--- src/design/transceiver_pkg.sv ---
// Constants for the registered bus transceiver: register map, fields,
// reset values and pin vector layout.
// Assumes an APB master with 32-bit data and byte addresses.
package transceiver_pkg;

	// Data width of one port.
	localparam int DATA_W = 8;
	// Depth of the capture log FIFO.
	localparam int LOG_DEPTH = 4;

	// Register byte addresses.
	localparam logic [31:0] CTRL_ADDR   = 32'h00000000;
	localparam logic [31:0] STATUS_ADDR = 32'h00000004;
	localparam logic [31:0] LOG_ADDR    = 32'h00000008;
	localparam logic [31:0] CLEAR_ADDR  = 32'h0000000C;

	// Control register fields and reset value.
	localparam int          CTRL_EN_BIT = 0;
	localparam logic [31:0] CTRL_RESET  = 32'h00000001;

	// Status register fields.
	localparam int STAT_A_LSB    = 0;
	localparam int STAT_B_LSB    = 8;
	localparam int STAT_NEMPTY   = 16;
	localparam int STAT_FULL     = 17;
	localparam int STAT_OVF      = 18;

	// Log register valid flag and clear register bit.
	localparam int LOG_VALID_BIT = 16;
	localparam int CLR_OVF_BIT   = 0;

	// Layout of the synchronised pin vector.
	localparam int PIN_A_LSB = 0;
	localparam int PIN_B_LSB = 8;
	localparam int PIN_GAB   = 16;
	localparam int PIN_GBA_N = 17;
	localparam int PIN_SAB   = 18;
	localparam int PIN_SBA   = 19;
	localparam int PIN_CPA   = 20;
	localparam int PIN_CPB   = 21;
	localparam int PIN_W     = 22;

endpackage : transceiver_pkg

--- src/design/registered_bus_transceiver.sv ---
// Registered eight-bit bus transceiver with an APB register block and a
// small log of captured words.
// Assumes all pins are asynchronous to clk_in and that the bench resolves
// the two bus wires from the output enables.
`timescale 1ns/1ps
`default_nettype none

////////////////////////////////////////////////////////////////////////////
// Small FIFO with valid and ready on both sides.
module log_fifo #(
	parameter int WIDTH = 16,
	parameter int DEPTH = 4
) (
	input  wire logic             clk_in,
	input  wire logic             rst_in,
	input  wire logic             in_valid_in,
	input  wire logic [WIDTH-1:0] in_data_in,
	output logic                  in_ready_out,
	output logic                  out_valid_out,
	output logic [WIDTH-1:0]      out_data_out,
	input  wire logic             out_ready_in
);
	localparam int AW = $clog2(DEPTH);

	// Storage and pointers; pointers carry one extra wrap bit.
	logic [WIDTH-1:0] mem_reg [DEPTH];
	logic [AW:0]      wr_ptr_reg;
	logic [AW:0]      rd_ptr_reg;
	logic             push;
	logic             pop;

	// Full when the pointers differ only in the wrap bit.
	assign in_ready_out  = (wr_ptr_reg ^ rd_ptr_reg) != {1'b1, {AW{1'b0}}};
	assign out_valid_out = wr_ptr_reg != rd_ptr_reg;
	assign out_data_out  = mem_reg[rd_ptr_reg[AW-1:0]];
	assign push          = in_valid_in & in_ready_out;
	assign pop           = out_valid_out & out_ready_in;

	// Write side.
	always_ff @(posedge clk_in)
	begin
		if (push)
		begin
			mem_reg[wr_ptr_reg[AW-1:0]] <= in_data_in;
		end
	end

	// Pointer update.
	always_ff @(posedge clk_in)
	begin
		if (rst_in)
		begin
			wr_ptr_reg <= '0;
			rd_ptr_reg <= '0;
		end
		else
		begin
			wr_ptr_reg <= wr_ptr_reg + (AW+1)'(push);
			rd_ptr_reg <= rd_ptr_reg + (AW+1)'(pop);
		end
	end
endmodule : log_fifo

////////////////////////////////////////////////////////////////////////////
// Top level: pins, channels, register block.
module registered_bus_transceiver #(
	parameter int DATA_W = transceiver_pkg::DATA_W
) (
	input  wire logic              clk_in,
	input  wire logic              rst_in,
	input  wire logic [DATA_W-1:0] port_a_bits_in,
	output logic [DATA_W-1:0]      port_a_bits_out,
	output logic [DATA_W-1:0]      port_a_bits_oe_out,
	input  wire logic [DATA_W-1:0] port_b_bits_in,
	output logic [DATA_W-1:0]      port_b_bits_out,
	output logic [DATA_W-1:0]      port_b_bits_oe_out,
	input  wire logic              a_to_b_output_enable_in,
	input  wire logic              b_to_a_output_enable_n_in,
	input  wire logic              a_side_capture_clock_in,
	input  wire logic              b_side_capture_clock_in,
	input  wire logic              a_to_b_source_select_in,
	input  wire logic              b_to_a_source_select_in,
	input  wire logic              psel,
	input  wire logic              penable,
	input  wire logic              pwrite,
	input  wire logic [31:0]       paddr,
	input  wire logic [31:0]       pwdata,
	output logic [31:0]            prdata,
	output logic                   pready,
	output logic                   pslverr
);
	localparam int PW = transceiver_pkg::PIN_W;
	localparam int LW = 2 * DATA_W;

	////////////////////////////////////////////////////////////////////////
	// Pin synchronisers.

	// Raw pins gathered in one vector.
	logic [PW-1:0] pin_vec;
	// First stage; only the second stage reads it.
	logic [PW-1:0] sync1_reg;
	// Second stage; all logic reads this one.
	logic [PW-1:0] sync2_reg;
	// Delayed capture clocks for edge detection.
	logic          cpa_d_reg;
	logic          cpb_d_reg;

	assign pin_vec = {b_side_capture_clock_in, a_side_capture_clock_in,
		b_to_a_source_select_in, a_to_b_source_select_in,
		b_to_a_output_enable_n_in, a_to_b_output_enable_in,
		port_b_bits_in, port_a_bits_in};

	// Two flip-flops on every pin before any logic looks at it.
	always_ff @(posedge clk_in)
	begin
		sync1_reg <= pin_vec;
		sync2_reg <= sync1_reg;
		cpa_d_reg <= sync2_reg[transceiver_pkg::PIN_CPA];
		cpb_d_reg <= sync2_reg[transceiver_pkg::PIN_CPB];
	end

	// Named views of the synchronised pins.
	logic [DATA_W-1:0] a_live;
	logic [DATA_W-1:0] b_live;
	logic              a_to_b_output_enable;
	logic              gba_n;
	logic              a_to_b_source_select;
	logic              b_to_a_source_select;
	logic              a_cap;
	logic              b_cap;

	assign a_live = sync2_reg[transceiver_pkg::PIN_A_LSB +: DATA_W];
	assign b_live = sync2_reg[transceiver_pkg::PIN_B_LSB +: DATA_W];
	assign a_to_b_output_enable    = sync2_reg[transceiver_pkg::PIN_GAB];
	assign gba_n  = sync2_reg[transceiver_pkg::PIN_GBA_N];
	assign a_to_b_source_select    = sync2_reg[transceiver_pkg::PIN_SAB];
	assign b_to_a_source_select    = sync2_reg[transceiver_pkg::PIN_SBA];
	// Rising edges of the capture clocks, whatever the enables say.
	assign a_cap  = sync2_reg[transceiver_pkg::PIN_CPA] & ~cpa_d_reg;
	assign b_cap  = sync2_reg[transceiver_pkg::PIN_CPB] & ~cpb_d_reg;

	////////////////////////////////////////////////////////////////////////
	// Register block state.

	// Control register; its enable bit gates both drivers.
	logic [31:0] ctrl_reg;
	// Sticky flag: a capture found the log full.
	logic        ovf_reg;
	logic        drive_en;
	logic        b_drive;
	logic        a_drive;

	assign drive_en = ctrl_reg[transceiver_pkg::CTRL_EN_BIT];
	// Port B driven on high enable, port A on low enable.
	assign b_drive  = drive_en & a_to_b_output_enable;
	assign a_drive  = drive_en & ~gba_n;

	////////////////////////////////////////////////////////////////////////
	// Eight identical channels.

	// Stored words gathered from the channels.
	logic [DATA_W-1:0] a_stored;
	logic [DATA_W-1:0] b_stored;

	generate
		for (genvar i = 0; i < DATA_W; i++)
		begin : g_chan
			// One storage flip-flop per direction, no reset.
			logic a_bit_reg;
			logic b_bit_reg;
			// Registered pin drive for this bit.
			logic a_out_reg;
			logic b_out_reg;
			logic a_oe_reg;
			logic b_oe_reg;

			// Load each register from its own port on its clock edge.
			// The B side samples the B wire, so when B is driven from A
			// both registers end up with the A-derived word, and vice
			// versa.
			always_ff @(posedge clk_in)
			begin
				if (a_cap)
				begin
					a_bit_reg <= a_live[i];
				end
				if (b_cap)
				begin
					b_bit_reg <= b_live[i];
				end
			end

			// Output stage. Choosing the source inside a flip-flop means
			// the pin only changes on a clock edge, so a select switch
			// with equal live and stored data cannot glitch. Live data
			// skips the storage flip-flop but passes both synchroniser stages and this pin register.
			always_ff @(posedge clk_in)
			begin
				if (rst_in)
				begin
					a_out_reg <= 1'b0;
					b_out_reg <= 1'b0;
					a_oe_reg  <= 1'b0;
					b_oe_reg  <= 1'b0;
				end
				else
				begin
					b_out_reg <= a_to_b_source_select ? a_bit_reg : a_live[i];
					a_out_reg <= b_to_a_source_select ? b_bit_reg : b_live[i];
					b_oe_reg  <= b_drive;
					a_oe_reg  <= a_drive;
				end
			end

			assign a_stored[i]           = a_bit_reg;
			assign b_stored[i]           = b_bit_reg;
			assign port_a_bits_out[i]    = a_out_reg;
			assign port_b_bits_out[i]    = b_out_reg;
			assign port_a_bits_oe_out[i] = a_oe_reg;
			assign port_b_bits_oe_out[i] = b_oe_reg;
		end
	endgenerate

	////////////////////////////////////////////////////////////////////////
	// Capture log: every capture that finds room pushes both stored words as they will be.

	logic          log_push;
	logic [LW-1:0] log_word;
	logic          log_ready;
	logic          log_valid;
	logic [LW-1:0] log_head;
	logic          log_pop;

	assign log_push = a_cap | b_cap;
	assign log_word = {b_cap ? b_live : b_stored, a_cap ? a_live : a_stored};

	log_fifo #(
		.WIDTH (LW),
		.DEPTH (transceiver_pkg::LOG_DEPTH)
	) u_log (
		.clk_in        (clk_in),
		.rst_in        (rst_in),
		.in_valid_in   (log_push),
		.in_data_in    (log_word),
		.in_ready_out  (log_ready),
		.out_valid_out (log_valid),
		.out_data_out  (log_head),
		.out_ready_in  (log_pop)
	);

	////////////////////////////////////////////////////////////////////////
	// APB slave: pready rises one cycle into the access phase.

	logic        pready_reg;
	logic        pslverr_reg;
	logic [31:0] prdata_reg;
	logic        access;
	logic        pready_next;
	logic        done;
	logic        sel_ctrl;
	logic        sel_stat;
	logic        sel_log;
	logic        sel_clr;
	logic        hit;
	logic        clr_ovf;
	logic [31:0] status_word;
	logic [31:0] log_read;
	logic [31:0] rd_mux;

	assign access      = psel & penable;
	assign pready_next = access & ~pready_reg;
	assign done        = access & pready_reg;
	assign sel_ctrl    = paddr == transceiver_pkg::CTRL_ADDR;
	assign sel_stat    = paddr == transceiver_pkg::STATUS_ADDR;
	assign sel_log     = paddr == transceiver_pkg::LOG_ADDR;
	assign sel_clr     = paddr == transceiver_pkg::CLEAR_ADDR;
	assign hit         = sel_ctrl | sel_stat | sel_log | sel_clr;
	assign log_pop     = done & ~pwrite & sel_log;
	assign clr_ovf     = done & pwrite & sel_clr
		& pwdata[transceiver_pkg::CLR_OVF_BIT];

	// Status shows both stored words and the log state.
	assign status_word = {13'h0, ovf_reg, ~log_ready, log_valid,
		b_stored, a_stored};
	assign log_read    = {15'h0, log_valid, log_head};

	// Read selection; unmapped reads return zero.
	assign rd_mux = sel_ctrl ? ctrl_reg
		: sel_stat ? status_word
		: sel_log ? log_read
		: 32'h00000000;

	// Handshake, read data and error flag.
	always_ff @(posedge clk_in)
	begin
		if (rst_in)
		begin
			pready_reg  <= 1'b0;
			pslverr_reg <= 1'b0;
			prdata_reg  <= 32'h00000000;
		end
		else
		begin
			pready_reg  <= pready_next;
			pslverr_reg <= pready_next & ~hit;
			prdata_reg  <= (pready_next & ~pwrite) ? rd_mux : 32'h00000000;
		end
	end

	// Control writes, and the overflow flag where a set beats a clear.
	always_ff @(posedge clk_in)
	begin
		if (rst_in)
		begin
			ctrl_reg <= transceiver_pkg::CTRL_RESET;
			ovf_reg  <= 1'b0;
		end
		else
		begin
			if (done & pwrite & sel_ctrl)
			begin
				ctrl_reg <= pwdata & transceiver_pkg::CTRL_RESET;
			end
			ovf_reg <= (log_push & ~log_ready) | (ovf_reg & ~clr_ovf);
		end
	end

	assign prdata  = prdata_reg;
	assign pready  = pready_reg;
	assign pslverr = pslverr_reg;
endmodule : registered_bus_transceiver

`default_nettype wire

--- config.mk ---
export PLATFORM = sky130hd
export DESIGN_NAME = registered_bus_transceiver
export DESIGN_NICKNAME = d
export VERILOG_FILES = /design/src/design/transceiver_pkg.sv /design/src/design/registered_bus_transceiver.sv
export SDC_FILE = /design/constraint.sdc
export NUM_CORES = 1
export LEC_CHECK = 0
export BUFFER_PORTS_ARGS = -buffer_cell sky130_fd_sc_hd__buf_2
export CAP_MARGIN = 20
export CORE_ASPECT_RATIO = 0.7
export CORE_MARGIN = 1
export CORE_UTILIZATION = 52
export DETAILED_ROUTE_END_ITERATION = 12
export PLACE_DENSITY = 0.81
export SYNTH_ARGS = -nofsm -noshare
export SYNTH_HDL_FRONTEND = slang
export SYNTH_SLANG_ARGS = --single-unit
export TNS_END_PERCENT = 100
--- constraint.sdc ---
create_clock -name clk_in -period 3.9 [get_ports clk_in]
set_input_delay 0.585 -clock clk_in [delete_from_list [all_inputs] [get_ports clk_in]]
set_output_delay 0.585 -clock clk_in [all_outputs]
set_load 0.1 [all_outputs]
; ---- Word-level counts from Yosys, hierarchy flattened
; Memory sizes are Yosys's and may differ from the RTL's. A register that Yosys moved wholly into a read port is not among the register bits.
; Index checks and enable logic that the tools add are counted.
[classes]
addsub = 2
n_eq_ne = 5
n_mux = 24
n_bitwise = 34
n_reduce_logical = 4
[ops]
columns = cell, n
row1 = $eq A32 B4 Y1 const B, 2
row2 = $eq A32 B3 Y1 const B, 1
row3 = $logic_not A32 Y1, 1
row4 = $and A1 B1 Y1, 19
row5 = $mux W1, 19
row6 = $mux W19, 1
row7 = $mux W17, 1
row8 = $mux W8, 2
row9 = $not A1 Y1, 9
row10 = $add A3 B1 Y3, 2
row11 = $or A1 B1 Y1, 5
row12 = $reduce_or A4 Y1, 1
row13 = $ne A3 B3 Y1, 1
row14 = $ne A3 B3 Y1 const B, 1
row15 = $reduce_or A3 Y1, 1
row16 = $xor A3 B3 Y3, 1
row17 = $mux W2, 1
row18 = $reduce_or A2 Y1, 1
[totals]
reg_bits = 122
ramBits = 64
inputBits = 91
out_inout_bits = 66
n_memories = 1
[mem_list]
columns = name, words, word_bits, read_ports, rd_clocked_by_memory_dff, write_ports, line_no
row1 = u_log.mem_reg, 4, 16, 1, 1, 1, registered_bus_transceiver.sv:26  ; logic [WIDTH-1:0] mem_reg [DEPTH];

; ---- Depth between registers and ports, before layout
[logic_depth]
depth_word = 8
mapped_depth = 9
ltp_nobuf = 8

; ---- Modules after synthesis
; A second synthesis with hierarchy kept.
[unflattened]
cells_unflattened = 386
area_unflattened_um2 = 6170.9
[by_module_without_submodules]
columns = mod, n_inst, cells_each, area_per_inst_um2, seq_area_each_um2
row1 = registered_bus_transceiver, 1, 266, 3487.1, 2222.1
row2 = log_fifo, 1, 120, 2683.8, 2042.0

; ---- Least setup slack after synthesis
; Ideal clock, no wire load.
[synth_timing]
path_kind = reg2reg
from = register u_log.rd_ptr_reg[1]
to = memory u_log.mem_reg[0][0] (enable)
setup_ns = 0.413
arrival_time_ns = 2.338
path_slack_ns = 1.149
stages_incl_launch_ff = 5
n_path_buf = 1
path_cell_list = dfxtp_1 > clkbuf_1 > xnor2_1 > a32oi_1 > nor3b_1
[synth_between]
elab_chain_cells = 5
[synth_rtl]
columns = element, line_no
row1 = "start, declared", registered_bus_transceiver.sv:28  ; logic [AW:0] rd_ptr_reg;
row2 = "start signal, assigned", registered_bus_transceiver.sv:59  ; rd_ptr_reg <= rd_ptr_reg + (AW+1)'(pop);
row3 = $xor A3 B3 Y3, registered_bus_transceiver.sv:33  ; assign in_ready_out = (wr_ptr_reg ^ rd_ptr_reg) != {1'b1, {AW{1'b0}}};
row4 = $ne A3 B3 Y1, registered_bus_transceiver.sv:33
row5 = $and A1 B1 Y1, registered_bus_transceiver.sv:36  ; assign push = in_valid_in & in_ready_out;
row6 = $mux W1, registered_bus_transceiver.sv:42  ; if (push)
row7 = $mux W1 (not written as such), registered_bus_transceiver.sv:44  ; mem_reg[wr_ptr_reg[AW-1:0]] <= in_data_in;
row8 = "end, declared", registered_bus_transceiver.sv:26
; No other way between the ends.

; ---- Worst setup path after layout
[layout_timing]
from = register u_log.rd_ptr_reg[0]
to = memory u_log.mem_reg[1][3] (enable)
; The elaborated chain is that of the path after synthesis.

==> impl_metrics.toml <==
[route]
drt_iter0_drc = 205
avgRoutedWirePerCell_microns = 16.6
ant_nets = 0
finalWirelength_microns = 10900
avgViaCountPerCell = 5.15
first_pass_iters = 4
vias = 3377
drc = 0

[yosys]
ys_types = 38
seq_area_frac_synth = 0.702
synth_common_cells = "93 x dfxtp_1, 80 x edfxtp_1, 45 x buf_4, 43 x nor2_1, 17 x mux2i_1"
ys_ff_latch = 173
synth_top_area_share = 0.395
synthCells = 400
synth_enable_flop_cells = 80
synth_area_sq_um = 6080
yosysMostFrequentCell = "dfxtp_1"
yosysWarnings = 0
synth_flop_cell = "dfxtp_1"
ys_top_cells_by_area = "edfxtp_1 40%, dfxtp_1 31%, mux4_2 5.9%"
syn_area_per_cell_sq_um = 15.2
synth_largest_area_cell = "edfxtp_1"
synth_async_sr_flop_share = 0

[hold_path]
min_path_type = "in -> reg"

[pwr]
p_switching_mw = 1.04
seqPwrFrac = 0.484
clkPwrFrac = 0.422
p_sw_frac = 0.249
power_frac_comb = 0.094
leakage_nw = 2.86
peakVddDrop_uv = 332
intPower_mw = 3.14
power_density_nw_per_um2 = 585

[setup_path]
cpMaxStageDelayCell = "nor2_1"
worstSetupStartpointType = "flop"
worst-setup-path-type = "reg -> reg"
path_buf_inv = 2
worst-path-max-fanout = 18
worst_ep_arrival_time_ns = 2.73
crit_chain = "buf_4 > xnor2_1 > a32oi_1 > nand2_1 > nor2_1 > buf_4"
worstPathRequired_ns = 4.02
cpLargestDelayFamily = "simple AND/OR/NAND/NOR gates"
crit_top_cell = "buf_4"
crit_path_end_kind = "flop"
cpPeakStageDelay_ns = 0.65

[finish]
n_fill_cell = 811
area_delta_synth_final_pct = 17.7
layout.cells.non_filler = 656
stdcell_area_sq_um = 7150
layout-drive-gt1-share = 0.370
final_nets = 585
largest_register_ffs = 64
diodes = 0

[placement]
port_buffers = 112
post-place-ws_ns = 1.31
place_area_sq_um = 6520
place_congestion = 0.802
dp_hpwl_microns = 7060
numPlacedInstances = 624

[sta]
whs_ns = 0.263
fin_crit_sh = 0.670
max_freq_ghz = 0.383
rsz0062_at_grt = "no"
slew_headroom = 0.438
hold_viol = 0
fin_crit_ns = 2.61
skew_ns = 0.00654
finalSetupViolations = 0
fin_setup_tns_ns = 0
tightest_slew_ns = 0.840
slew_viol_final = 0
setup_slack_ns = 1.29

[global_routing]
grt_use_met3 = 0.0624
grt_pass1_vias = 3456
overflow = 0
use_met2 = 0.327
grt_max_degree = 31
grt.busiest_layer = "met2"
grt_pass1_wl_microns = 17400
track_usage = 0.194
grt_util_met1 = 0.231
grt_antenna_before_repair = 0

[clock_network]
post_cts_resize_count = 0
hold_buffers = 0
clock_latency_ns = 0.42
clk_path_buf_depth = 2
h-tree-depth = 4
numClockSinks = 173
clk_pin_slew_ns = 0.07
cts_buffers = 17
cts_root_buf = "clkbuf_16"
cts_tree = "yes"
postCtsSetupRepairBufs = 0

[die]
dieArea_sq_um = 12100
start_util = 0.542
row_count = 32
die_w_microns = 131
pin_count = 157
fp.dieH_microns = 92.4
core_sq_um = 11200

[job]
drv_cap = 0

[status]
outcome = "finished, final reports clean"
## routing by layer
layer | wire, microns | vias up | share of wire
li1 | - | 1579 | -
met3 | 754 | 15 | 0.069
met2 | 5220 | 138 | 0.48
met5 | 0 | - | 0
met1 | 4790 | 1645 | 0.44
met4 | 160 | 0 | 0.015
## stage by stage
step	utilization	total power, mW
floorplan	-	2.39
global placement	0.581	2.44
detailed placement	0.581	2.45
CTS	0.638	4.21
global route	0.638	4.31
finish	0.638	4.18
## layout by cell type (no fill, tap or decap), drive strengths merged, types with 4 or more instances in the layout
cell type and instances:
buf 119, dfxtp 93, edfxtp 80, nor2 43, clkbuf 19, mux2i 17
mux2 16, mux4 16, a22oi 15, conb 13, nor4 10, nor2b 7
nand2 6, clkinvlp 5, xnor2 4, nand2b 4, ha 4, inv 4
## path summary, 6_finish.rpt
kind	startpoint	endpoint	slack, ns	depth (start not counted)
max	u_log.rd_ptr_reg[0]	u_log.mem_reg[1][3]	1.29	6
min reg2reg	sync1_reg[16]	sync2_reg[16]	0.33	0
max reg2reg	u_log.rd_ptr_reg[0]	u_log.mem_reg[1][3]	1.29	6
min	port_a_bits_in[3]	sync1_reg[3]	0.26	1
## layout make-up
class,count,area (sq um),area share
clock buffers,19,454,0.0635
clock inverters,13,181,0.0254
inverters,2,7.51,0.00105
multi-input cells,177,1440,0.201
flip-flops and latches,173,4260,0.596
well taps,153,191,0.0268
repair buffers,119,613,0.0857
## power by group through the flow
stage,clock (mW),sequential (mW),combinational [mW]
floorplan,0,2.05,0.339
global placement,0,2.06,0.386
detailed placement,0,2.06,0.390
CTS,1.79,2.02,0.393
global route,1.87,2.03,0.412
finish,1.77,2.02,0.391
## logic make-up (layout without fill, tap and decap cells)
kind of cell | count (synthesis) | in the layout | share of synthesized area
adder cells (fa/ha/maj) | 4 | 4 | 0.00824
flip-flops | 173 | 173 | 0.702
AND/OR/NAND/NOR | 86 | 86 | 0.0719
buffers and inverters | 62 | 153 | 0.0696
XOR/XNOR | 5 | 5 | 0.00721
multiplexers | 49 | 49 | 0.117
AO/OA/AOI/OAI | 20 | 20 | 0.0239
other | 1 | 13 | 0.000617
Note: power is estimated with default switching activity, not from simulation.
